$ cat config.mk
export PLATFORM = sky130hd
export DESIGN_NAME = dmacs_top
export DESIGN_NICKNAME = d
export VERILOG_FILES = /design/src/dmacs_pkg.sv /design/src/dmacs_link_if.sv /design/src/dmacs_top.sv /design/src/dmacs_arbiter.sv /design/src/dmacs_irq_router.sv
export SDC_FILE = /design/constraint.sdc
export NUM_CORES = 2
export LEC_CHECK = 0
export BUFFER_PORTS_ARGS = -buffer_cell sky130_fd_sc_hd__buf_2
export CORE_AREA = 4 4 494 496
export CTS_BUF_LIST = sky130_fd_sc_hd__clkbuf_16
export CTS_CLUSTER_DIAMETER = 60
export DETAILED_ROUTE_END_ITERATION = 10
export DIE_AREA = 0 0 498 500
export PLACE_DENSITY = 0.43
export RECOVER_POWER = 100
export SKIP_LAST_GASP = 1
export SYNTH_ARGS = -nofsm -noshare
export SYNTH_HDL_FRONTEND = slang
export SYNTH_SLANG_ARGS = --single-unit
$ cat constraint.sdc
create_clock -name core_clk_i -period 12 [get_ports core_clk_i]
set_input_delay 3 -clock core_clk_i [delete_from_list [all_inputs] [get_ports core_clk_i]]
set_output_delay 3 -clock core_clk_i [all_outputs]
set_load 0.01 [all_outputs]
$ cat src/dmacs_pkg.sv
// constants, register map and field layout of the six-channel dma sequencer
// assumes a 32-bit apb slave port and 16-bit on-chip memory words
package dmacs_pkg;
   localparam int NUM_CH = 6;
   // global register byte offsets
   localparam logic [15:0] OFS_PRIO = 16'h0000;
   localparam logic [15:0] OFS_ESTEP0 = 16'h0004;
   localparam logic [15:0] OFS_ESTEP1 = 16'h0008;
   localparam logic [15:0] OFS_FSTEP0 = 16'h000c;
   localparam logic [15:0] OFS_FSTEP1 = 16'h0010;
   localparam logic [15:0] OFS_STATUS = 16'h0014;
   // per-channel block at 0x40 * (ch + 1), offsets inside it
   localparam logic [5:0] CH_SRC = 6'h00;
   localparam logic [5:0] CH_DST = 6'h04;
   localparam logic [5:0] CH_ECNT = 6'h08;
   localparam logic [5:0] CH_SYNCF = 6'h0c;
   localparam logic [5:0] CH_MODE = 6'h10;
   localparam logic [5:0] CH_RSRC = 6'h14;
   localparam logic [5:0] CH_RDST = 6'h18;
   localparam logic [5:0] CH_RECNT = 6'h1c;
   localparam logic [5:0] CH_RFCNT = 6'h20;
   // priority/enable register fields
   localparam int PE_SET_SEL = 14;
   localparam int PE_PRIO_LSB = 8;
   localparam int PE_ROUTE_LSB = 6;
   localparam logic [15:0] PRIO_RST = 16'h0000;
   // mode control fields
   localparam int MODE_AUTO = 15;
   localparam int MODE_IEN = 14;
   localparam int MODE_TIMING = 13;
   localparam int MODE_ABU = 12;
   localparam int MODE_SIDX_LSB = 8;
   localparam int MODE_DIDX_LSB = 2;
   localparam int MODE_DWORD = 0;
   localparam int SYNC_LSB = 12;
   // index select codes
   localparam logic [2:0] IDX_INC = 3'h1;
   localparam logic [2:0] IDX_DEC = 3'h2;
   localparam logic [2:0] IDX_STEP0 = 3'h3;
   localparam logic [2:0] IDX_STEP1 = 3'h4;
   // interrupt routing codes
   localparam logic [1:0] ROUTE_PORTS = 2'h0;
   localparam logic [1:0] ROUTE_PART = 2'h1;
   localparam logic [1:0] ROUTE_ALL = 2'h2;
   localparam logic [3:0] SYNC_NONE = 4'h0;
   localparam logic [3:0] SYNC_RSVD = 4'hf;
endpackage

$ cat src/dmacs_link_if.sv
// carrier between the sequencer core, its arbiter and its interrupt router
// assumes all parties run on the same clock
`timescale 1ns/1ps
interface dmacs_link_if;
   logic [5:0] req;
   logic [5:0] high;
   logic [5:0] grant;
   logic take;
   logic [5:0] chan_irq;
   logic [3:0] port_irq;
   logic [1:0] route;
   logic [3:0] line;
   modport arb(input req, input high, input take, output grant);
   modport rtr(input chan_irq, input port_irq, input route, output line);
   modport eng(output req, output high, output take, input grant, output chan_irq, output port_irq, output route,
      input line);
endinterface

$ cat src/dmacs_top.sv
// six-channel dma sequencer: apb registers, transfer engine, counting and indexing
// the engine holds mem_req_o until mem_ack_i; assumes sync events are one-cycle pulses
`timescale 1ns/1ps
module dmacs_top
   import dmacs_pkg::*;
(
   // clock and reset
   input wire logic core_clk_i,
   input wire logic srst_i,
   // apb slave
   input wire logic psel_i,
   input wire logic penable_i,
   input wire logic pwrite_i,
   input wire logic [15:0] paddr_i,
   input wire logic [31:0] pwdata_i,
   output logic [31:0] prdata_o,
   output logic pready_o,
   output logic pslverr_o,
   // memory port
   output logic mem_req_o,
   output logic mem_we_o,
   output logic [15:0] mem_addr_o,
   output logic [15:0] mem_wdata_o,
   input wire logic mem_ack_i,
   input wire logic [15:0] mem_rdata_i,
   // sync events, bit n is sync code n+1
   input wire logic [13:0] sync_evt_i,
   // serial port interrupts
   input wire logic port2_receive_irq_i,
   input wire logic port2_transmit_irq_i,
   input wire logic port1_receive_irq_i,
   input wire logic port1_transmit_irq_i,
   // cpu interrupt lines
   output logic cpu_irq6_o,
   output logic cpu_irq7_o,
   output logic cpu_irq10_o,
   output logic cpu_irq11_o,
   output logic channel4_irq_o,
   output logic channel5_irq_o
);
   typedef enum logic [1:0] {ENG_IDLE, ENG_READ, ENG_WRITE} dmacs_eng_t;
   typedef struct packed {
      logic hit;
      logic glob;
      logic [2:0] ch;
      logic [5:0] off;
   } dmacs_dec_t;
   typedef struct packed {
      logic [15:0] prio_en;
      logic [1:0][15:0] estep;
      logic [1:0][15:0] fstep;
      logic [5:0][15:0] src;
      logic [5:0][15:0] dst;
      logic [5:0][15:0] ecnt;
      logic [5:0][15:0] len;
      logic [5:0][7:0] fcnt;
      logic [5:0][3:0] sync;
      logic [5:0][15:0] mode;
      logic [5:0][15:0] rsrc;
      logic [5:0][15:0] rdst;
      logic [5:0][15:0] recnt;
      logic [5:0][7:0] rfcnt;
      logic [5:0] pend;
      dmacs_eng_t eng;
      logic [2:0] ch;
      logic hi_half;
      logic lastf;
      logic blk_end;
      logic irq_due;
      logic [15:0] data;
      logic [5:0] chan_irq;
      logic [31:0] prdata;
      logic pslverr;
   } dmacs_st_t;

   dmacs_st_t st_ff, nxt_st;
   dmacs_link_if link();

   function automatic dmacs_dec_t dmacs_decode(input logic [15:0] a);
      dmacs_dec_t d;
      d.glob = (a[15:6] == 10'h000);
      d.ch = 3'(a[8:6] - 3'h1);
      d.off = a[5:0];
      d.hit = (a[1:0] == 2'h0) && (d.glob ? (a[5:0] <= OFS_STATUS[5:0])
         : ((a[15:9] == 7'h00) && (a[8:6] != 3'h7) && (a[5:0] <= CH_RFCNT)));
      return d;
   endfunction

   // selected address step per transfer
   function automatic logic [15:0] dmacs_step(input logic [2:0] sel, input logic last, input dmacs_st_t s);
      logic [15:0] v;
      unique case (sel)
         IDX_INC: v = 16'h0001;
         IDX_DEC: v = 16'hffff;
         IDX_STEP0: v = last ? s.fstep[0] : s.estep[0];
         IDX_STEP1: v = last ? s.fstep[1] : s.estep[1];
         default: v = 16'h0000;
      endcase
      return v;
   endfunction

   // trigger for one channel's sync code
   function automatic logic dmacs_sync_hit(input logic [3:0] code, input logic [13:0] evt);
      logic h;
      h = 1'b0;
      if (code != SYNC_NONE && code != SYNC_RSVD) h = evt[4'(code - 4'h1)];
      return h;
   endfunction

   function automatic logic [31:0] dmacs_read(input dmacs_dec_t d, input dmacs_st_t s);
      logic [31:0] r;
      logic [5:0] busy;
      busy = '0;
      if (s.eng != ENG_IDLE) busy[s.ch] = 1'b1;
      r = 32'h0000_0000;
      if (d.glob) begin
         unique case (d.off)
            OFS_PRIO[5:0]: r[15:0] = s.prio_en;
            OFS_ESTEP0[5:0]: r[15:0] = s.estep[0];
            OFS_ESTEP1[5:0]: r[15:0] = s.estep[1];
            OFS_FSTEP0[5:0]: r[15:0] = s.fstep[0];
            OFS_FSTEP1[5:0]: r[15:0] = s.fstep[1];
            OFS_STATUS[5:0]: r[15:0] = {2'h0, s.pend, 2'h0, busy};
            default: r = 32'h0000_0000;
         endcase
      end else begin
         unique case (d.off)
            CH_SRC: r[15:0] = s.src[d.ch];
            CH_DST: r[15:0] = s.dst[d.ch];
            CH_ECNT: r[15:0] = s.ecnt[d.ch];
            CH_SYNCF: r[15:0] = {s.sync[d.ch], 4'h0, s.fcnt[d.ch]};
            CH_MODE: r[15:0] = s.mode[d.ch];
            CH_RSRC: r[15:0] = s.rsrc[d.ch];
            CH_RDST: r[15:0] = s.rdst[d.ch];
            CH_RECNT: r[15:0] = s.recnt[d.ch];
            CH_RFCNT: r[15:0] = {8'h00, s.rfcnt[d.ch]};
            default: r = 32'h0000_0000;
         endcase
      end
      return r;
   endfunction

   // current-channel views
   logic [15:0] cur_ecnt;
   logic [7:0] cur_fcnt;
   logic [15:0] cur_mode;
   logic lasthalf;
   assign cur_ecnt = st_ff.ecnt[st_ff.ch];
   assign cur_fcnt = st_ff.fcnt[st_ff.ch];
   assign cur_mode = st_ff.mode[st_ff.ch];
   assign lasthalf = !cur_mode[MODE_DWORD] || st_ff.hi_half;

   always_comb begin
      dmacs_dec_t dec;
      logic [2:0] gidx;
      logic [2:0] rs;
      logic [2:0] c;
      logic fin;
      logic [15:0] new_ecnt;
      logic frame_end;
      logic half_buf;
      dec = dmacs_decode(paddr_i);
      gidx = 3'h0;
      c = st_ff.ch;
      rs = st_ff.prio_en[PE_SET_SEL] ? c : 3'h0;
      fin = lasthalf && (cur_ecnt == 16'h0000);
      new_ecnt = cur_ecnt;
      frame_end = 1'b0;
      half_buf = 1'b0;
      nxt_st = st_ff;
      nxt_st.chan_irq = '0;
      link.take = 1'b0;
      link.high = st_ff.prio_en[PE_PRIO_LSB +: 6];
      for (int i = 0; i < NUM_CH; i++) begin
         // enabled and, if synchronized, triggered
         link.req[i] = st_ff.prio_en[i] && (st_ff.sync[i] == SYNC_NONE || st_ff.pend[i]);
         if (link.grant[i]) gidx = 3'(i);
      end
      unique case (st_ff.eng)
         ENG_IDLE: begin
            if (link.grant != '0) begin
               link.take = 1'b1;
               nxt_st.ch = gidx;
               nxt_st.hi_half = 1'b0;
               nxt_st.pend[gidx] = 1'b0;
               nxt_st.eng = ENG_READ;
            end
         end
         ENG_READ: begin
            if (mem_ack_i) begin
               nxt_st.data = mem_rdata_i;
               nxt_st.lastf = fin;
               nxt_st.src[c] = 16'(st_ff.src[c] + dmacs_step(cur_mode[MODE_SIDX_LSB +: 3], fin, st_ff));
               nxt_st.blk_end = fin && (cur_fcnt == 8'h00);
               if (lasthalf) begin
                  if (cur_ecnt != 16'h0000) begin
                     new_ecnt = 16'(cur_ecnt - 16'h0001);
                  end else if (cur_fcnt != 8'h00) begin
                     nxt_st.fcnt[c] = 8'(cur_fcnt - 8'h01);
                     new_ecnt = st_ff.len[c];
                     frame_end = 1'b1;
                  end
                  nxt_st.ecnt[c] = new_ecnt;
                  half_buf = (cur_ecnt != 16'h0000) && (new_ecnt == {1'b0, st_ff.len[c][15:1]});
               end
               // autobuffer half/full, multiframe frame/block
               nxt_st.irq_due = cur_mode[MODE_IEN] && (nxt_st.blk_end
                  || (cur_mode[MODE_TIMING] && (cur_mode[MODE_ABU] ? half_buf : frame_end)));
               nxt_st.eng = ENG_WRITE;
            end
         end
         ENG_WRITE: begin
            if (mem_ack_i) begin
               nxt_st.dst[c] = 16'(st_ff.dst[c] + dmacs_step(cur_mode[MODE_DIDX_LSB +: 3], st_ff.lastf, st_ff));
               nxt_st.chan_irq[c] = st_ff.irq_due;
               if (st_ff.blk_end) begin
                  if (cur_mode[MODE_AUTO]) begin
                     nxt_st.src[c] = st_ff.rsrc[rs];
                     nxt_st.dst[c] = st_ff.rdst[rs];
                     nxt_st.ecnt[c] = st_ff.recnt[rs];
                     nxt_st.len[c] = st_ff.recnt[rs];
                     nxt_st.fcnt[c] = st_ff.rfcnt[rs];
                  end else begin
                     nxt_st.prio_en[c] = 1'b0;
                  end
               end
               nxt_st.blk_end = 1'b0;
               nxt_st.irq_due = 1'b0;
               nxt_st.hi_half = !lasthalf;
               nxt_st.eng = lasthalf ? ENG_IDLE : ENG_READ;
            end
         end
      endcase
      // an event in the cycle of its clear is kept
      for (int i = 0; i < NUM_CH; i++) begin
         if (dmacs_sync_hit(st_ff.sync[i], sync_evt_i)) nxt_st.pend[i] = 1'b1;
      end
      // apb: read data captured in setup, write taken in access
      if (psel_i && !penable_i) begin
         nxt_st.prdata = dec.hit ? dmacs_read(dec, st_ff) : 32'h0000_0000;
         nxt_st.pslverr = !dec.hit;
      end
      if (psel_i && penable_i && pwrite_i && dec.hit) begin
         if (dec.glob) begin
            unique case (dec.off)
               OFS_PRIO[5:0]: nxt_st.prio_en = pwdata_i[15:0];
               OFS_ESTEP0[5:0]: nxt_st.estep[0] = pwdata_i[15:0];
               OFS_ESTEP1[5:0]: nxt_st.estep[1] = pwdata_i[15:0];
               OFS_FSTEP0[5:0]: nxt_st.fstep[0] = pwdata_i[15:0];
               OFS_FSTEP1[5:0]: nxt_st.fstep[1] = pwdata_i[15:0];
               default: nxt_st.pslverr = st_ff.pslverr;
            endcase
         end else begin
            unique case (dec.off)
               CH_SRC: nxt_st.src[dec.ch] = pwdata_i[15:0];
               CH_DST: nxt_st.dst[dec.ch] = pwdata_i[15:0];
               CH_ECNT: begin
                  nxt_st.ecnt[dec.ch] = pwdata_i[15:0];
                  nxt_st.len[dec.ch] = pwdata_i[15:0];
               end
               CH_SYNCF: begin
                  nxt_st.sync[dec.ch] = pwdata_i[SYNC_LSB +: 4];
                  nxt_st.fcnt[dec.ch] = pwdata_i[7:0];
               end
               CH_MODE: nxt_st.mode[dec.ch] = pwdata_i[15:0];
               // reload set touches no working register
               CH_RSRC: nxt_st.rsrc[dec.ch] = pwdata_i[15:0];
               CH_RDST: nxt_st.rdst[dec.ch] = pwdata_i[15:0];
               CH_RECNT: nxt_st.recnt[dec.ch] = pwdata_i[15:0];
               CH_RFCNT: nxt_st.rfcnt[dec.ch] = pwdata_i[7:0];
               default: nxt_st.pslverr = st_ff.pslverr;
            endcase
         end
      end
   end

   always_ff @(posedge core_clk_i) begin
      if (srst_i) begin
         st_ff <= '0;
         st_ff.prio_en <= PRIO_RST;
         st_ff.eng <= ENG_IDLE;
      end else begin
         st_ff <= nxt_st;
      end
   end

   dmacs_arbiter u_arb (
      .core_clk_i(core_clk_i),
      .srst_i(srst_i),
      .link(link.arb)
   );
   dmacs_irq_router u_rtr (
      .core_clk_i(core_clk_i),
      .srst_i(srst_i),
      .link(link.rtr)
   );

   assign link.chan_irq = st_ff.chan_irq;
   assign link.port_irq = {port1_transmit_irq_i, port1_receive_irq_i, port2_transmit_irq_i, port2_receive_irq_i};
   assign link.route = st_ff.prio_en[PE_ROUTE_LSB +: 2];
   assign prdata_o = st_ff.prdata;
   assign pready_o = 1'b1;
   assign pslverr_o = st_ff.pslverr;
   assign mem_req_o = (st_ff.eng != ENG_IDLE);
   assign mem_we_o = (st_ff.eng == ENG_WRITE);
   assign mem_addr_o = (st_ff.eng == ENG_WRITE) ? st_ff.dst[st_ff.ch] : st_ff.src[st_ff.ch];
   assign mem_wdata_o = st_ff.data;
   assign cpu_irq6_o = link.line[0];
   assign cpu_irq7_o = link.line[1];
   assign cpu_irq10_o = link.line[2];
   assign cpu_irq11_o = link.line[3];
   assign channel4_irq_o = st_ff.chan_irq[4];
   assign channel5_irq_o = st_ff.chan_irq[5];

   logic [2:0] rs_now;
   logic wr_done;
   assign rs_now = st_ff.prio_en[PE_SET_SEL] ? st_ff.ch : 3'h0;
   assign wr_done = (st_ff.eng == ENG_WRITE) && mem_ack_i;
   // per channel: sync condition met, no sync code or an event pending
   logic [5:0] sync_ok;
   always_comb begin
      for (int i = 0; i < NUM_CH; i++) begin
         sync_ok[i] = (st_ff.sync[i] == SYNC_NONE) || st_ff.pend[i];
      end
   end
endmodule

$ cat src/dmacs_arbiter.sv
// two-group round-robin channel arbiter
// assumes take is raised only in a cycle that shows a grant
`timescale 1ns/1ps
module dmacs_arbiter
   import dmacs_pkg::*;
(
   // clock and reset
   input wire logic core_clk_i,
   input wire logic srst_i,
   // requests and grant
   dmacs_link_if.arb link
);
   typedef struct packed {
      logic [2:0] last_hi;
      logic [2:0] last_lo;
   } dmacs_arb_st_t;
   dmacs_arb_st_t st_ff, nxt_st;
   logic [5:0] hi_req;
   logic use_hi;

   function automatic logic [5:0] dmacs_pick(input logic [5:0] r, input logic [2:0] last);
      logic [5:0] g;
      int idx;
      g = '0;
      for (int k = NUM_CH; k >= 1; k--) begin
         idx = (int'(last) + k) % NUM_CH;
         if (r[idx]) begin
            g = '0;
            g[idx] = 1'b1;
         end
      end
      return g;
   endfunction

   always_comb begin
      nxt_st = st_ff;
      hi_req = link.req & link.high;
      use_hi = |hi_req;
      // high group first, each group rotating from its last winner
      link.grant = use_hi ? dmacs_pick(hi_req, st_ff.last_hi) : dmacs_pick(link.req & ~link.high, st_ff.last_lo);
      for (int i = 0; i < NUM_CH; i++) begin
         if (link.take && link.grant[i]) begin
            if (use_hi) nxt_st.last_hi = 3'(i);
            else nxt_st.last_lo = 3'(i);
         end
      end
   end

   always_ff @(posedge core_clk_i) begin
      if (srst_i) st_ff <= {3'(NUM_CH - 1), 3'(NUM_CH - 1)};
      else st_ff <= nxt_st;
   end
endmodule

$ cat src/dmacs_irq_router.sv
// steers channel 0-3 interrupts onto the lines shared with serial ports
// line order: 0=line 6, 1=line 7, 2=line 10, 3=line 11
`timescale 1ns/1ps
module dmacs_irq_router
   import dmacs_pkg::*;
(
   // clock and reset
   input wire logic core_clk_i,
   input wire logic srst_i,
   // interrupt sources and routed lines
   dmacs_link_if.rtr link
);
   typedef struct packed {
      logic [3:0] line;
   } dmacs_rtr_st_t;
   dmacs_rtr_st_t st_ff, nxt_st;

   always_comb begin
      nxt_st = st_ff;
      unique case (link.route)
         ROUTE_PORTS: nxt_st.line = link.port_irq;
         ROUTE_PART: nxt_st.line = {link.chan_irq[3:2], link.port_irq[1:0]};
         ROUTE_ALL: nxt_st.line = link.chan_irq[3:0];
         default: nxt_st.line = 4'h0;
      endcase
   end

   always_ff @(posedge core_clk_i) begin
      if (srst_i) st_ff <= '0;
      else st_ff <= nxt_st;
   end
   assign link.line = st_ff.line;
endmodule

==> impl_metrics.ini <==
[detailed_routing]
ant_nets = 0
dr.first_iter.drc_count = 10915
viasPerCell = 6.18
route.detailed.drc = 0
dr_total_vias = 73220
routed_wire_length_per_instance_um = 31.6
drt_wl_total_mm = 375
first_pass_iters = 10

[floorplan]
core_sq_um = 240000
row_count = 180
die_w_um = 498
die-height_um = 500
dieArea_sq_um = 249000
start_util_pct = 26.9
io_pins = 162

[power]
seq_power_share_pct = 27.8
netSwitchingPower_mw = 5.61
p_int_mw = 7.12
combPwrFrac_pct = 38.3
netSwitchingFraction_pct = 44.1
p_per_area_nw_per_um2 = 176
clkPwrFrac_pct = 33.9
leakage_nw = 22.1
vdd_ir_drop_max_uv = 246

[synthesis]
synthFlopType = dfxtp_1
synth_edf_count = 0
syn_avg_cell_area_sq_um = 7.26
yosysSeqAreaShare_pct = 32.0
async_flop_share_pct = 0
synthesis.area_sq_um = 64500
synth_seq_cells = 1032
ys_types = 111
yosysWarnings = 0
synth_cells = 8884

[cells_and_area]
postLayoutCoreUtil_pct = 30.2
area_delta_synth_final_pct = 12.2
drive_gt1_share_pct = 8.57
layout.nets = 8728

[place]
gp_congestion = 0.961
dp.final_hpwl_mm = 236
port_buffers = 128

[worst_setup_path]
reg2reg_depth = 22
path_cells = clkbuf_1 > or4_1 > or4_1 > or3b_2 > o221ai_1 > clkbuf_1 > nor3_1 > and2_0 > nand2_2 > clkbuf_1 > o21ai_0 > a21oi_1
critPathKind = input port to flop
crit_top_cell = clkbuf_1
critPathLaunchType = input port
cp_num_buf_inv = 3
regToRegEndpoint = st_ff[952]$_SDFF_PP0_
r2r_start = st_ff[60]$_SDFFE_PP0N_
cp_max_fo = 44
regToRegSetupSlack_ns = 2.14
crit_slowest_cell = clkbuf_1
cpPeakStageDelay_ns = 2.09
critPathCaptureType = flop
critPathTopFamily = simple AND/OR/NAND/NOR gates
critPathArrivalTime_ns = 10.75
required_ns = 12.77

[timing]
slew_violations = 1047
fin_skew_ns = 0.0518
final-hold-violation-count = 0
fmax_ghz = 0.100
tns_ns = 0
setup_violations = 0
maxSlewHeadroom_pct = -119
period_minus_slack_ns = 9.98
period_share_pct = 83.2
rsz0062_at_grt = false
tightest_slew_ns = 3.28

[clock_network]
cts_hold_buf = 0
cts_tree = built
clock_latency_ns = 0.85
cts_sinks = 1032
clk_path_buf_depth = 3
clockRootBuffer = clkbuf_16
post_cts_buffers = 0
cts.clk_slew.worst_paths_ns = 0.06
numCtsBuffers = 145
cts_htree_levels = 4
post_cts_resize_count = 0

[global_route]
grtUsageTotal_pct = 28.6
grt_max_degree = 204
antenna_found_initial = 24
overflow = 0
first_global_vias = 67572
grt_pass1_wl_mm = 524

[hold_path]
min_path_cells = 2
holdCritPathClass = flop to flop

[outcome]
status = complete, but fails checks
violations = capacitance limit, slew limit

[run]
maxCapViolCount = 37
[final cells by class]
cell class / count / area [sq um]
tap: 3185 / 3990
multi-input combinational: 6887 / 40200
inverter: 92 / 347
sequential: 1032 / 20700
fill: 25891 / 167000
clock buffer: 145 / 3630
clock inverter: 115 / 1010
antenna: 14 / 35.0
timing repair buffer: 385 / 2550
[worst max path at each step]
stage                                 startpoint                endpoint  slack (ns)  cells after the start
after floorplan           st_ff[60]$_SDFFE_PP0N_   st_ff[892]$_SDFF_PP0_        5.45                     32
after global placement               paddr_i[12]   st_ff[794]$_SDFF_PP0_        3.57                     13
after detailed placement             paddr_i[12]   st_ff[794]$_SDFF_PP0_        3.53                     13
after CTS                 st_ff[60]$_SDFFE_PP0N_   st_ff[952]$_SDFF_PP0_        3.66                     25
after global routing                      srst_i  st_ff[60]$_SDFFE_PP0N_        1.76                      4
final                                paddr_i[12]   st_ff[731]$_SDFF_PP0_        2.02                     12
[cells in the final DEF, fill, tap and decap left out, types with 28 or more instances in the layout]
master	synthesis	final
a221oi_1	39	39
o221ai_1	33	33
and2_1	41	38
inv_1	84	111
clkinv_1	5	28
a31oi_1	147	147
or3_1	36	36
a21oi_1	957	956
buf_4	56	201
nand2_1	1854	1845
nand4_1	39	39
o21ai_0	338	335
clkbuf_16	0	145
nor2b_1	55	55
o211ai_1	155	155
nor3_1	125	123
buf_2	38	71
a22o_1	35	35
xor2_1	32	32
o22ai_1	148	147
nand3_1	236	236
mux2i_1	169	169
a211oi_1	317	317
a222oi_1	101	101
dfxtp_1	1032	1028
ha_1	95	94
clkbuf_1	669	96
nor2_1	728	707
a22oi_1	579	579
mux4_2	39	39
mux2_2	106	100
[synthesized netlist by cell type, drive strengths merged (23+ instances only)]
cell type     n  share of area, %
buf         217               1.7
xnor2        29              0.43
mux2i       169               2.6
a31oi       147               1.4
a22oi       580               6.8
nor4         29              0.28
o211ai      156               1.8
mux2        109               1.9
clkbuf      669               3.9
ha           95               1.8
dfxtp      1032                32
inv          87              0.51
o31ai        23              0.28
o21ai       344               2.7
xor2         33              0.46
a222oi      101               1.6
nand2b       26              0.25
or3          36              0.35
nand2      1861                11
a221oi       40              0.55
a21oi       958               7.4
nor2b        55              0.53
mux4         39               1.4
and2         47              0.47
nand3       237               1.8
nor3        128               1.0
o221ai       33              0.45
o22ai       149               1.5
a211oi      321               3.8
o2bb2ai      26              0.35
nand4        39              0.38
a22o         35              0.47
nor2        729               4.3
[kinds of logic (layout without fill, tap and decap cells)]
logic type,after synthesis,count (layout),share of synthesized area (%)
buffers and inverters,980,737,6.17
DFF,1032,1032,32.0
xor gates and xnor gates,62,62,0.894
other,2,31,0.0116
muxes,317,317,5.89
adders and majority gates,97,97,1.90
and+or+nand+nor,3282,3282,21.4
AOI/OAI and AO/OA,3112,3112,31.7
[worst register-to-register path, stage by stage, from the launching register on]
cell and delay [ns]:
dfxtp_4 0.84, mux4_2 0.68, a22oi_1 0.43, ha_1 0.26
nor3b_1 0.46, o2111ai_1 0.37, nor4_1 2.11, nand2_1 0.12
buf_4 0.39, mux2i_1 0.24, o21ai_0 0.55, ha_1 0.38
nor2b_1 0.14, o21ai_0 0.18, a21boi_0 0.14, o21ai_0 0.36
a21oi_1 0.16, o21a_1 0.22, o21a_1 0.21, nor3_1 0.80
o31ai_1 0.16, a222oi_1 0.34, a211oi_1 0.13
[per-stage QoR]
stage	instances	worst slack, ns	hold slack (ns)	instance area, sq um	power [mW]
2_1_floorplan	8899	5.45	0.432	64600	6.35
3_3_place_gp	11581	3.57	0.442	68100	8.27
3_5_place_dp	11581	3.53	0.445	68100	8.28
4_1_cts	11841	3.66	0.452	72700	12.6
5_1_grt	11847	1.76	0.468	72400	13.0
6_report	11855	2.02	0.453	72400	12.7
[metal layers]
layer | up-vias | track usage (%) | part of all wire (%)
met4 | 16 | 16.6 | 6.7
met5 | - | 0 | 0.031
met3 | 1071 | 8.14 | 11
met2 | 4700 | 42.4 | 42
met1 | 35645 | 36.9 | 40
li1 | 31788 | - | -
[power groups by stage]
stage          Combinational [mW]  Clock (mW)  Sequential (mW)
2_1_floorplan                2.81           0             3.55
3_3_place_gp                 4.66           0             3.61
3_5_place_dp                 4.68           0             3.61
4_1_cts                      4.69        4.37             3.53
5_1_grt                      5.01        4.50             3.54
6_report                     4.88        4.32             3.54
No activity file was read; power rests on OpenSTA's default activity.
